==> config.mk <==
export PLATFORM = sky130hd
export DESIGN_NAME = pmw_power_mode_fsm
export DESIGN_NICKNAME = d
export VERILOG_FILES = /design/src/include/pmw_pkg.sv /design/src/hw/pmw_power_mode_fsm.sv /design/src/hw/pmw_sync.sv /design/src/hw/pmw_timer.sv
export SDC_FILE = /design/constraint.sdc
export NUM_CORES = 1
export LEC_CHECK = 0
export BUFFER_PORTS_ARGS = -buffer_cell sky130_fd_sc_hd__buf_2
export CORE_MARGIN = 2
export CORE_UTILIZATION = 45
export DETAILED_ROUTE_END_ITERATION = 10
export HOLD_SLACK_MARGIN = 0.02
export PLACE_DENSITY = 0.77
export REMOVE_ABC_BUFFERS = 1
export SLEW_MARGIN = 20
export SYNTH_ARGS = -nofsm -noshare
export SYNTH_HDL_FRONTEND = slang
export SYNTH_HIERARCHICAL = 1
export SYNTH_SLANG_ARGS = --single-unit
==> constraint.sdc <==
create_clock -name clk -period 4.26 [get_ports clk]
set_input_delay 0.426 -clock clk [delete_from_list [all_inputs] [get_ports clk]]
set_output_delay 0.426 -clock clk [all_outputs]
set_load 0.02 [all_outputs]
==> src/include/pmw_pkg.sv <==
/*
  shared constants and types of the power mode, wake and poll sequencer.
  assumes a 125 MHz core clock; times are derived to cycle counts here.
*/
package pmw_pkg;
  localparam int NUM_GND   = 14;
  localparam int NUM_PROG  = 8;
  localparam int NUM_IN    = 22;
  localparam int NUM_FAULT = 5;
  localparam int TMR_W     = 16;
  localparam int CNT_W     = 13;
  localparam int CLK_MHZ   = 125;

  // fault bit positions
  localparam int FLT_OVERVOLT = 0;
  localparam int FLT_OVERHEAT = 1;
  localparam int FLT_THERMWRN = 2;
  localparam int FLT_SPI      = 3;
  localparam int FLT_HASH     = 4;

  // times as printed, then cycles
  localparam int FUSE_READ_US    = 50;
  localparam int FUSE_READ_CYC   = FUSE_READ_US * CLK_MHZ;
  localparam int POLL_ACTIVE_US  = 20;
  localparam int POLL_ACTIVE_CYC = POLL_ACTIVE_US * CLK_MHZ;
  localparam int POLL_SETTLE_NS  = 1000;
  localparam int POLL_SETTLE_CYC = (POLL_SETTLE_NS * CLK_MHZ + 999) / 1000;

  // synchroniser lanes: por, supply low, io ok, cs_n, int_n, wake_n, comparators
  localparam int                SYNC_W   = 6 + NUM_IN;
  localparam logic [SYNC_W-1:0] SYNC_RST = 28'h000003b;

  localparam logic [NUM_FAULT-1:0] FAULT_RST = 5'h00;
  localparam logic [NUM_IN-1:0]    MASK_RST  = 22'h000000;

  typedef enum logic [2:0] {
    ST_RESET, ST_LOCKOUT, ST_FUSE, ST_NORMAL, ST_LOWPWR, ST_POLL, ST_IOCHK, ST_LPHOLD
  } pmw_state_t;

  typedef enum logic [2:0] {
    WK_NONE, WK_INPUT, WK_TIMER, WK_WAKEPIN, WK_INTPIN, WK_CSPIN
  } pmw_wake_t;
endpackage : pmw_pkg

==> src/hw/pmw_power_mode_fsm.sv <==
/*
  operating mode sequencer: reset, lockout, fuse read, normal, low power,
  polling, io supply check and low power hold, with wake sources and fault gating.
  assumes an spi block on the same clock supplies commands and settings;
  supply, pin and comparator levels arrive asynchronously and are synchronised.
*/
`timescale 1ns/1ps
// Summary of operation
// - below core threshold: reset, nothing active
// - lockout: keep state, refuse spi, outputs off
// - lockout runs both oscillators
// - supply rises: fuse read, then normal
// - normal accepts commands; host programs low power
// - wake_out_n driven low in normal
// - fault detection runs in normal
// - low power only by command
// - low power: fast clock off, faults off
// - settings kept through low power
// - listed events wake to normal
// - pin edges wake only with io_supply
// - interrupt timer expiry interrupts and wakes
// - poll each period for poll_active_time
// - timer beats coinciding poll
// - open-and-still-open inputs stop polling
// - low supply in low power: hold
// - poll end: wake on change else sleep
// - comparator-only inputs watched continuously
// - no wake enables: stop poll timer
// - threshold meaning per switch type
// - power-on reset: defaults, flag set
// - supply low mid-word: drop, lock out
// - lockout seen flag after recovery
module pmw_power_mode_fsm #(
  parameter int FUSE_CYC = pmw_pkg::FUSE_READ_CYC
) (
  input  wire logic                             clk,
  input  wire logic                             rst,
  input  wire logic                             porActive,
  input  wire logic                             supplyLow,
  input  wire logic                             ioSupplyOk,
  input  wire logic                             chipSelectN,
  input  wire logic                             intNIn,
  input  wire logic                             wakeOutNIn,
  input  wire logic [pmw_pkg::NUM_IN-1:0]       compAbove,
  input  wire logic                             cmdEnterLowPower,
  input  wire logic [pmw_pkg::TMR_W-1:0]        intTimerPeriod,
  input  wire logic [pmw_pkg::TMR_W-1:0]        pollTimerPeriod,
  input  wire logic [pmw_pkg::NUM_IN-1:0]       wakeEnable,
  input  wire logic [pmw_pkg::NUM_IN-1:0]       compOnly,
  input  wire logic [pmw_pkg::NUM_PROG-1:0]     batterySwitchCfg,
  input  wire logic                             wakePinWakeEn,
  input  wire logic                             spiBusy,
  input  wire logic [pmw_pkg::NUM_FAULT-1:0]    faultIn,
  input  wire logic [pmw_pkg::NUM_FAULT-1:0]    faultClr,
  input  wire logic                             porSeenClr,
  input  wire logic                             lockoutSeenClr,
  input  wire logic                             wakeClr,
  input  wire logic                             intAck,
  output pmw_pkg::pmw_state_t                   modeState,
  output logic                                  oscFastEn,
  output logic                                  oscSlowEn,
  output logic                                  spiAccept,
  output logic                                  misoEnable,
  output logic                                  muxEnable,
  output logic                                  faultDetectEn,
  output logic                                  regsToDefault,
  output logic                                  spiWordAbort,
  output logic [pmw_pkg::NUM_IN-1:0]            currentSrcEn,
  output logic [pmw_pkg::NUM_IN-1:0]            switchClosed,
  output logic [pmw_pkg::NUM_FAULT-1:0]         faultStatus,
  output logic                                  porSeen,
  output logic                                  lockoutSeen,
  output pmw_pkg::pmw_wake_t                    wakeSource,
  output logic                                  wakeOutNo,
  output logic                                  wakeOutNOeN,
  output logic                                  intNOut,
  output logic                                  intNOeN
);
  import pmw_pkg::*;

  // switch reading of one input from its comparator
  function automatic logic closedOf(input logic above, input logic battSw);
    return battSw ? above : !above;
  endfunction : closedOf

  logic [SYNC_W-1:0]    syncS;
  logic                 porS, uvS, ioS, csS, intS, wakeS;
  logic [NUM_IN-1:0]    aboveS;
  logic [NUM_IN-1:0]    closedNow;
  logic [NUM_IN-1:0]    battMap;
  pmw_state_t           state_q, state_d;
  pmw_wake_t            wake_d, edgeSrc_q, edgeSrc_d, wakeSrc_q;
  logic [CNT_W-1:0]     cnt_q;
  logic [NUM_IN-1:0]    snap_q, pollMask_q, closed_q;
  logic [NUM_FAULT-1:0] fault_q;
  logic                 porSeen_q, lockoutSeen_q, intReq_q;
  logic                 csPrev_q, intPrev_q, wakePrev_q;
  logic                 intTick, pollTick;

  pmw_sync u_sync (
    .clk  (clk),
    .rst  (rst),
    .din  ({compAbove, wakeOutNIn, intNIn, chipSelectN, ioSupplyOk, supplyLow, porActive}),
    .dout (syncS)
  );

  assign {aboveS, wakeS, intS, csS, ioS, uvS, porS} = syncS;
  assign battMap = {batterySwitchCfg, {NUM_GND{1'b0}}};

  genvar g;
  generate
    for (g = 0; g < NUM_IN; g++) begin : g_read
      assign closedNow[g] = closedOf(aboveS[g], battMap[g]);
    end
  endgenerate

  // state decodes
  wire inReset  = (state_q == ST_RESET);
  wire inLock   = (state_q == ST_LOCKOUT);
  wire inFuse   = (state_q == ST_FUSE);
  wire inNormal = (state_q == ST_NORMAL);
  wire inLow    = (state_q == ST_LOWPWR);
  wire inPoll   = (state_q == ST_POLL);
  wire inIoChk  = (state_q == ST_IOCHK);
  wire sleeping = inLow || inPoll;

  wire anyWakeEn = |wakeEnable;
  wire csFall    = csPrev_q && !csS;
  wire intFall   = intPrev_q && !intS;
  wire wakeFall  = wakePrev_q && !wakeS && wakePinWakeEn;
  wire pinEdge   = csFall || intFall || wakeFall;
  wire [NUM_IN-1:0] changed = closed_q ^ snap_q;
  wire compWake  = |(changed & compOnly & wakeEnable);
  wire pollWake  = |(changed & pollMask_q);
  wire fuseDone  = (cnt_q == CNT_W'(FUSE_CYC - 1));
  wire pollDone  = (cnt_q == CNT_W'(POLL_ACTIVE_CYC - 1));
  wire pollTrim  = inPoll && (cnt_q == CNT_W'(POLL_SETTLE_CYC - 1));
  wire [NUM_IN-1:0] openBoth = ~snap_q & ~closed_q;

  pmw_timer u_int_timer (
    .clk    (clk),
    .rst    (rst),
    .run    (sleeping),
    .period (intTimerPeriod),
    .tick   (intTick)
  );

  pmw_timer u_poll_timer (
    .clk    (clk),
    .rst    (rst),
    .run    (inLow && anyWakeEn),
    .period (pollTimerPeriod),
    .tick   (pollTick)
  );

  always_comb begin
    state_d   = state_q;
    wake_d    = WK_NONE;
    edgeSrc_d = edgeSrc_q;
    if (pinEdge) begin
      edgeSrc_d = csFall ? WK_CSPIN : (intFall ? WK_INTPIN : WK_WAKEPIN);
    end
    case (state_q)
      ST_RESET: begin
        if (!porS) state_d = ST_LOCKOUT;
      end
      ST_LOCKOUT: begin
        if (!uvS) state_d = ST_FUSE;
      end
      ST_FUSE: begin
        if (uvS) state_d = ST_LOCKOUT;
        else if (fuseDone) state_d = ST_NORMAL;
      end
      ST_NORMAL: begin
        if (uvS) state_d = ST_LOCKOUT;
        else if (cmdEnterLowPower) state_d = ST_LOWPWR;
      end
      ST_LOWPWR, ST_POLL: begin
        if (uvS) begin
          state_d = ST_LPHOLD;
        end else if (intTick) begin
          state_d = ST_NORMAL;
          wake_d  = WK_TIMER;
        end else if (compWake) begin
          state_d = ST_NORMAL;
          wake_d  = WK_INPUT;
        end else if (pinEdge) begin
          state_d = ST_IOCHK;
        end else if (inLow && pollTick) begin
          state_d = ST_POLL;
        end else if (inPoll && pollDone) begin
          state_d = pollWake ? ST_NORMAL : ST_LOWPWR;
          wake_d  = pollWake ? WK_INPUT : WK_NONE;
        end
      end
      ST_IOCHK: begin
        state_d = ioS ? ST_NORMAL : ST_LOWPWR;
        wake_d  = ioS ? edgeSrc_q : WK_NONE;
      end
      ST_LPHOLD: begin
        if (!uvS) state_d = ST_LOWPWR;
      end
      default: state_d = ST_RESET;
    endcase
    if (porS) begin
      state_d = ST_RESET;
      wake_d  = WK_NONE;
    end
  end

  wire stateChange = (state_d != state_q);

  always_ff @(posedge clk) begin
    if (rst) begin
      state_q    <= ST_RESET;
      cnt_q      <= '0;
      edgeSrc_q  <= WK_NONE;
      csPrev_q   <= 1'b1;
      intPrev_q  <= 1'b1;
      wakePrev_q <= 1'b1;
      closed_q   <= MASK_RST;
    end else begin
      state_q    <= state_d;
      cnt_q      <= stateChange ? '0 : cnt_q + CNT_W'(1);
      edgeSrc_q  <= edgeSrc_d;
      csPrev_q   <= csS;
      intPrev_q  <= intS;
      wakePrev_q <= wakeS;
      closed_q   <= closedNow;
    end
  end

  // entry snapshot and polling current mask
  always_ff @(posedge clk) begin
    if (rst || inReset) begin
      snap_q     <= MASK_RST;
      pollMask_q <= MASK_RST;
    end else begin
      if (inNormal && state_d == ST_LOWPWR) snap_q <= closed_q;
      if (state_d == ST_POLL && !inPoll) pollMask_q <= wakeEnable & ~compOnly;
      else if (pollTrim) pollMask_q <= pollMask_q & ~openBoth;
    end
  end

  // status flags: a set in the clearing cycle wins
  always_ff @(posedge clk) begin
    if (rst || inReset) begin
      fault_q       <= FAULT_RST;
      porSeen_q     <= !rst && state_d != ST_RESET;
      lockoutSeen_q <= 1'b0;
      wakeSrc_q     <= WK_NONE;
      intReq_q      <= 1'b0;
    end else begin
      fault_q       <= (fault_q & ~faultClr) | (inNormal ? faultIn : '0);
      porSeen_q     <= porSeen_q && !porSeenClr;
      lockoutSeen_q <= (lockoutSeen_q && !lockoutSeenClr) || (inLock && !uvS);
      if (wake_d != WK_NONE) wakeSrc_q <= wake_d;
      else if (wakeClr) wakeSrc_q <= WK_NONE;
      intReq_q      <= (intReq_q && !intAck) || (wake_d == WK_TIMER);
    end
  end

  assign porSeen       = porSeen_q;
  assign modeState     = state_q;
  assign oscFastEn     = inLock || inFuse || inNormal;
  assign oscSlowEn     = !inReset;
  assign spiAccept     = inNormal;
  assign misoEnable    = inNormal;
  assign muxEnable     = inNormal;
  assign faultDetectEn = inNormal;
  assign regsToDefault = inReset;
  assign spiWordAbort  = inNormal && uvS && spiBusy;
  assign currentSrcEn  = inNormal ? {NUM_IN{1'b1}} : (inPoll ? pollMask_q : MASK_RST);
  assign switchClosed  = closed_q;
  assign faultStatus   = fault_q;
  assign lockoutSeen   = lockoutSeen_q;
  assign wakeSource    = wakeSrc_q;
  assign wakeOutNo     = 1'b0;
  assign wakeOutNOeN   = !inNormal;
  assign intNOut       = 1'b0;
  assign intNOeN       = !intReq_q;
endmodule : pmw_power_mode_fsm

==> src/hw/pmw_sync.sv <==
/*
  two flip-flop synchroniser, one lane per bit.
  assumes lanes are independent levels; reset values come from the package.
*/
`timescale 1ns/1ps
module pmw_sync (
  input  wire logic                          clk,
  input  wire logic                          rst,
  input  wire logic [pmw_pkg::SYNC_W-1:0]    din,
  output logic      [pmw_pkg::SYNC_W-1:0]    dout
);
  import pmw_pkg::*;

  logic [SYNC_W-1:0] meta_q;

  genvar i;
  generate
    for (i = 0; i < SYNC_W; i++) begin : g_lane
      always_ff @(posedge clk) begin
        if (rst) begin
          meta_q[i] <= SYNC_RST[i];
          dout[i]   <= SYNC_RST[i];
        end else begin
          meta_q[i] <= din[i];
          dout[i]   <= meta_q[i];
        end
      end
    end
  endgenerate
endmodule : pmw_sync

==> src/hw/pmw_timer.sv <==
/*
  periodic wake timer: tick every period cycles while run is high.
  assumes a period of zero means the timer is off; dropping run restarts it.
*/
`timescale 1ns/1ps
module pmw_timer (
  input  wire logic                        clk,
  input  wire logic                        rst,
  input  wire logic                        run,
  input  wire logic [pmw_pkg::TMR_W-1:0]   period,
  output logic                             tick
);
  import pmw_pkg::*;

  logic [TMR_W-1:0] cnt_q;
  logic [TMR_W-1:0] cnt_d;
  wire              active = run && (period != '0);

  assign tick  = active && (cnt_q == period - TMR_W'(1));
  assign cnt_d = (!active || tick) ? '0 : cnt_q + TMR_W'(1);

  always_ff @(posedge clk) begin
    if (rst) cnt_q <= '0;
    else     cnt_q <= cnt_d;
  end
endmodule : pmw_timer

# After elaboration in Yosys (flattened, before gate mapping)
# Index checks and enable logic that the tools add are counted.
# totals
regBits	187
inputBits	131
word_cells	232
output_inout_bits	69
# op_classes
muxes	44
n_eq_ne	16
bitwise	14
addsub	5
n_reduce_logical	81
# ops
operator	count
$and A22 B22 Y22	6
$mux W22	4
$not A22 Y22	4
$reduce_or A22 Y1	3
$mux W3	21
$logic_not A1 Y1	36
$add A16 B1 Y16 const B	2
$eq A16 B16 Y1	2
$reduce_bool A16 Y1	2
$sub A16 B1 Y16 const B	2
$xor A22 B22 Y22	1
$logic_and A1 B1 Y1	21
$pmux W3 S7	1
$eq A3 B3 Y1 const B	6
$mux W1	14
$add A13 B1 Y13 const B	1
$eq A13 B12 Y1 const B	1
$eq A13 B13 Y1 const B	1
$eq A13 B7 Y1 const B	1
$logic_or A1 B1 Y1	10
$eq A3 B2 Y1 const B	3
$reduce_or A2 Y1	4
$pmux W3 S2	1
$reduce_bool A3 Y1	2
9 further kinds	11

# Logic depth before layout (Yosys ltp)
# logic_depth
ltp_word	15
depth_mapped	18

# Hierarchy
# Netlist, hierarchy kept.
# modules_own_cells
module	area_per_inst_um2	seq_area_each_um2	n_inst	cells_each
pmw_power_mode_fsm	5348.9	1981.9	1	641
pmw_sync	1514.0	1121.1	1	118
pmw_timer at u_int_timer	1440.1	320.3	1	182
pmw_timer at u_poll_timer	1272.5	320.3	1	157

# Worst setup path after synthesis
# OpenSTA, ideal clock, no wires.
# synth_path
path_kind	input port to flip-flop
from	input intTimerPeriod[0] (netlist name)
to	register pollMask_q[0]
arrival_ns	3.764
stages	14
required_ns	4.188
path_buffers	3
path_slack_ns	0.425
path_cell_list	inv_1 > ha_1 > nor3b_1 > nand3_1 > o41ai_1 > clkbuf_1 > nor3_1 > nor2_1 > nand3_1 > o311ai_1 > and4_1 > buf_6 > buf_12 > mux2i_1
# synth_between
elab_chain_cells	10
# synth_rtl
item	line	text
start: declaration	pmw_power_mode_fsm.sv:46	input wire logic [pmw_pkg::TMR_W-1:0] intTimerPeriod,
$sub A16 B1 Y16 / $reduce_bool A16 Y1 (equally long branches)	pmw_timer.sv:19, pmw_timer.sv:17	
$eq A16 B16 Y1 / $logic_and A1 B1 Y1 (equally long branches)	pmw_timer.sv:19, pmw_timer.sv:17	
$logic_and A1 B1 Y1 (*)	pmw_timer.sv:19	assign tick = active && (cnt_q == period - TMR_W'(1));
net intTick	pmw_power_mode_fsm.sv:98	logic intTick, pollTick;
$mux W3 (*)	pmw_power_mode_fsm.sv:181	end else if (intTick) begin
$mux W3 (*)	pmw_power_mode_fsm.sv:179	if (uvS) begin
$pmux W3 S7 (*)	pmw_power_mode_fsm.sv:163	case (state_q)
$mux W3 (*)	pmw_power_mode_fsm.sv:205	if (porS) begin
$eq A3 B3 Y1 (*)	pmw_power_mode_fsm.sv:240	if (state_d == ST_POLL && !inPoll) pollMask_q <= wakeEnable & ~compOnly;
$logic_and A1 B1 Y1 (*)	pmw_power_mode_fsm.sv:240	
$mux W22 / $reduce_bool A2 Y1 (equally long branches)	n/a	
end signal: assignment	pmw_power_mode_fsm.sv:240	
end signal: assignment	pmw_power_mode_fsm.sv:241	else if (pollTrim) pollMask_q <= pollMask_q & ~openBoth;
end: declaration	pmw_power_mode_fsm.sv:94	logic [NUM_IN-1:0] snap_q, pollMask_q, closed_q;
# Mark *: on every way through the listed nets, which the timed path passes. The rest lies on a longest branch.
# A chain may end at the register's enable or synchronous reset.

# Worst setup path after layout
# layout_path
from	input intTimerPeriod[6] (netlist name)
to	register pollMask_q[5]
# The elaborated chain is that of the path after synthesis.

==> reports/qor.txt <==
Mean number of vias per cell -> 5.39
CTS Buffer Depth -> 2
DRC -> 0
Synth cell types -> 75
Worst skew pair latency -> 0.44 ns
Crit path depth -> 14
Fin. max-slew vios -> 0
PortBufs -> 197
Row cnt -> 53
CTS sink count -> 187
CP Buf/Inv Count -> 3
Critical-path top delay cell -> or4_1
# Max-Cap Violations -> 0
Most frequent CP cell -> or4_1
Share of layout cells above drive strength 1 -> 0.223
Crit Path Max Fanout -> 22
Post-CTS Resized -> 0
Worst VDD drop -> 0.000286 V
Synthesized area per cell -> 8.72 um^2
Status -> finished, final reports clean
Clock transition at path regs -> 0.08 ns
Hpwl dp -> 18000 um
Post-synth ARST share -> 0
Die H -> 150 um
Io pins -> 200
Slew @ Worst Pin -> 0.933 ns
FMAX -> 268 MHz
# nets final -> 1428
Post-CTS setup buffers -> 0
Global router's overall resource usage -> 0.217
Register area share after synthesis -> 0.391
Fin crit period -> 3.74 ns
Via count -> 8387
CP Launch Point -> intTimerPeriod[6]
Setup Skew -> 0.0136 ns
Yosys reg bits -> 187
Rel. slew slack -> 0.378
First-pass GRT wire length -> 38800 um
DR pass1 iterations -> 5
CP Capture Point -> pollMask_q[5]$_SDFFE_PN0P_
Area leader, netlist -> dfxtp_1
Final Hold Viols -> 0
CP Cell Sequence -> buf_2, or4_1, nor4_2, a21boi_0, nor2_1, or4_1, nor3_1, buf_4, nor4_1, a32oi_1, a21oi_1, and4_1, buf_12, mux2i_1
Reg2Reg Depth -> 13
Startpoint type of the worst setup path -> input pin
Fin area -> 11300 um^2
Remaining antenna violation count after routing -> 0
Final period util -> 0.877
RR Endpoint -> pollMask_q[5]$_SDFFE_PN0P_
Share of the synthesized area in the top cell type -> 0.391
Overflow after GRT -> 0
CP endpoint kind -> flip-flop
EDFF count, synth -> 0
RSZ-0062 raised after global routing -> false
R2R Path Start -> u_int_timer/cnt_q[11]$_SDFF_PP0_
Synthesis-to-finish area growth -> 18.4%
Initial core utilization -> 0.457
Crit-path leading delay family -> simple AND/OR/NAND/NOR gates
Worst EP required -> 4.59 ns
Worst Path Class, Setup -> in2reg
Vias in the first global route -> 7863
Area post-placement -> 10700 um^2
Max incr delay on CP -> 0.58 ns
Root Buffer -> clkbuf_16
Cts hold-fix bufs -> 0
Placer Congestion -> 0.896
Syn Inst Count -> 1098
Setup slack, reg-to-reg -> 0.66 ns
Mapped cell area -> 9580 um^2
Pleak -> 4.43 nW
Antenna violations before repair -> 1
Top post-synthesis cells by area -> dfxtp_1 (39%), mux2i_1 (4.9%), nand3_1 (4.1%)
CTS Buf Count -> 17
Initial drt markers -> 523
Fin util -> 0.541
CTS tree -> built
Die area -> 22500 um^2
Hold crit path type -> in2reg
PwrDens -> 335 nW/um^2
Wire per inst -> 15.8 um
H-tree levels -> 4
Crit path DAT -> 4.06 ns
Die X -> 150 um
Final setup viols -> 0
Pin count of the biggest net entering global routing -> 62
Post-synth top flop -> dfxtp_1
Yosys warning count -> 6
Core area -> 21000 um^2
Total wire length -> 24600 um
## cells in the mapped netlist, types with 6 or more instances
cell / n
a31oi_1: 7
or2_2: 7
dfxtp_1: 187
inv_1: 68
ha_1: 29
nand4_1: 24
clkbuf_1: 35
nor4_1: 41
buf_6: 8
buf_2: 9
xor2_1: 45
and3_1: 13
nand2_1: 93
o211ai_1: 7
nand3b_1: 23
nor3_1: 19
nor2b_1: 56
or3_1: 6
or2_1: 11
buf_4: 8
a21oi_1: 22
nor2_1: 90
nand2b_1: 8
xnor2_1: 39
mux2i_1: 47
nand3_1: 79
a211oi_2: 11
o21ai_0: 8
## cell type report
cell class | instances | area, um^2
Timing Repair Buffer | 214 | 1130
Tap cell | 275 | 344
Clock buffer | 17 | 425
Inverter | 70 | 263
Multi-Input combinational cell | 778 | 5230
Antenna cell | 1 | 2.50
Clock inverter | 15 | 200
Sequential cell | 187 | 3740
Fill cell | 1951 | 9620
## through the flow
stage	total power, mW	hold WS, ns	setup slack, ns	setup TNS (ns)	std cells
final	3.80	0.185	0.525	0	1557
after global routing	3.93	0.172	0.235	0	1556
after CTS	3.83	0.169	0.587	0	1556
after floorplan	2.01	0.363	-0.974	-35.01	1035
after global placement	2.18	0.364	0.289	0	1524
after detailed placement	2.19	0.367	0.134	0	1524
## worst min-delay path by stage
stage | slack, ns | cells past startpoint | endpoint | from
6_report | 0.19 | 2 | u_sync/meta_q[27]$_SDFF_PP0_ | compAbove[21]
5_1_grt | 0.17 | 2 | u_sync/meta_q[27]$_SDFF_PP0_ | compAbove[21]
4_1_cts | 0.17 | 2 | u_sync/meta_q[27]$_SDFF_PP0_ | compAbove[21]
3_5_place_dp | 0.37 | 1 | switchClosed[1]$_SDFF_PP0_ | u_sync/dout[7]$_SDFF_PP0_
3_3_place_gp | 0.36 | 1 | switchClosed[6]$_SDFF_PP0_ | u_sync/dout[12]$_SDFF_PP0_
2_1_floorplan | 0.36 | 1 | switchClosed[10]$_SDFF_PP0_ | u_sync/dout[16]$_SDFF_PP0_
## cells by family after synthesis
logic type | after synthesis | share of synthesized area
simple gates | 508 | 0.290
buf+inv | 134 | 0.0665
mux | 47 | 0.0491
flops | 187 | 0.391
other cells | 1 | 0.000392
compound gates | 108 | 0.0881
xor+xnor | 84 | 0.0768
fa+ha+maj | 29 | 0.0379
## report_power, final
| group | internal, mW | switching, mW |
|---|---|---|
| logic | 0.139 | 0.191 |
| registers | 1.79 | 0.0301 |
| clock network | 0.854 | 0.792 |
## flip-flops by register name, indices dropped and copies added (netlist names)
signal and flops:
u_poll_timer/cnt_q 16, intReq_q 1, edgeSrc_q 3, u_sync/dout 28
porSeen 1, csPrev_q 1, intPrev_q 1, snap_q 22
faultStatus 5, switchClosed 22, wakePrev_q 1, cnt_q 13
pollMask_q 22, modeState 3, wakeSource 3, lockoutSeen 1
u_sync/meta_q 28, u_int_timer/cnt_q 16
## placed cells by master (no fill, tap or decap), types with 4 or more instances in the layout
cell	instances
o21ai_0	8
nor3_1	19
nand2b_1	8
or2_2	7
nor2_1	89
xnor2_1	39
a221oi_1	5
nand2_1	93
clkinv_8	5
nand4_1	24
nor4_1	41
or4_1	4
a31oi_1	7
a211oi_1	4
buf_2	196
clkbuf_16	17
inv_1	68
nand3_1	79
nor3b_1	5
o211ai_1	7
inv_8	4
nor4_2	4
a211oi_2	10
nand3b_1	23
nor2b_1	56
or3_1	6
dfxtp_1	187
o31ai_1	4
a22o_1	4
buf_4	17
ha_1	29
mux2i_1	47
and3_1	13
and4_1	4
or2_1	11
xor2_1	45
a21oi_1	22
## layer usage
metal,share of wire,global-route usage
met5,0,0
met4,0.038,0.109
met3,0.052,0.0363
met2,0.46,0.352
met1,0.45,0.279
## worst reg2reg max path, stage by stage (launching register included)
cell and delay (ns):
dfxtp_1 0.44, xor2_1 0.25, or3b_2 0.46, a21boi_0 0.26
nor2_1 0.06, or4_1 0.51, nor3_1 0.24, buf_4 0.17
nor4_1 0.05, a32oi_1 0.35, a21oi_1 0.14, and4_1 0.24
buf_12 0.18, mux2i_1 0.14
Note: power is estimated with default switching activity, not from simulation.
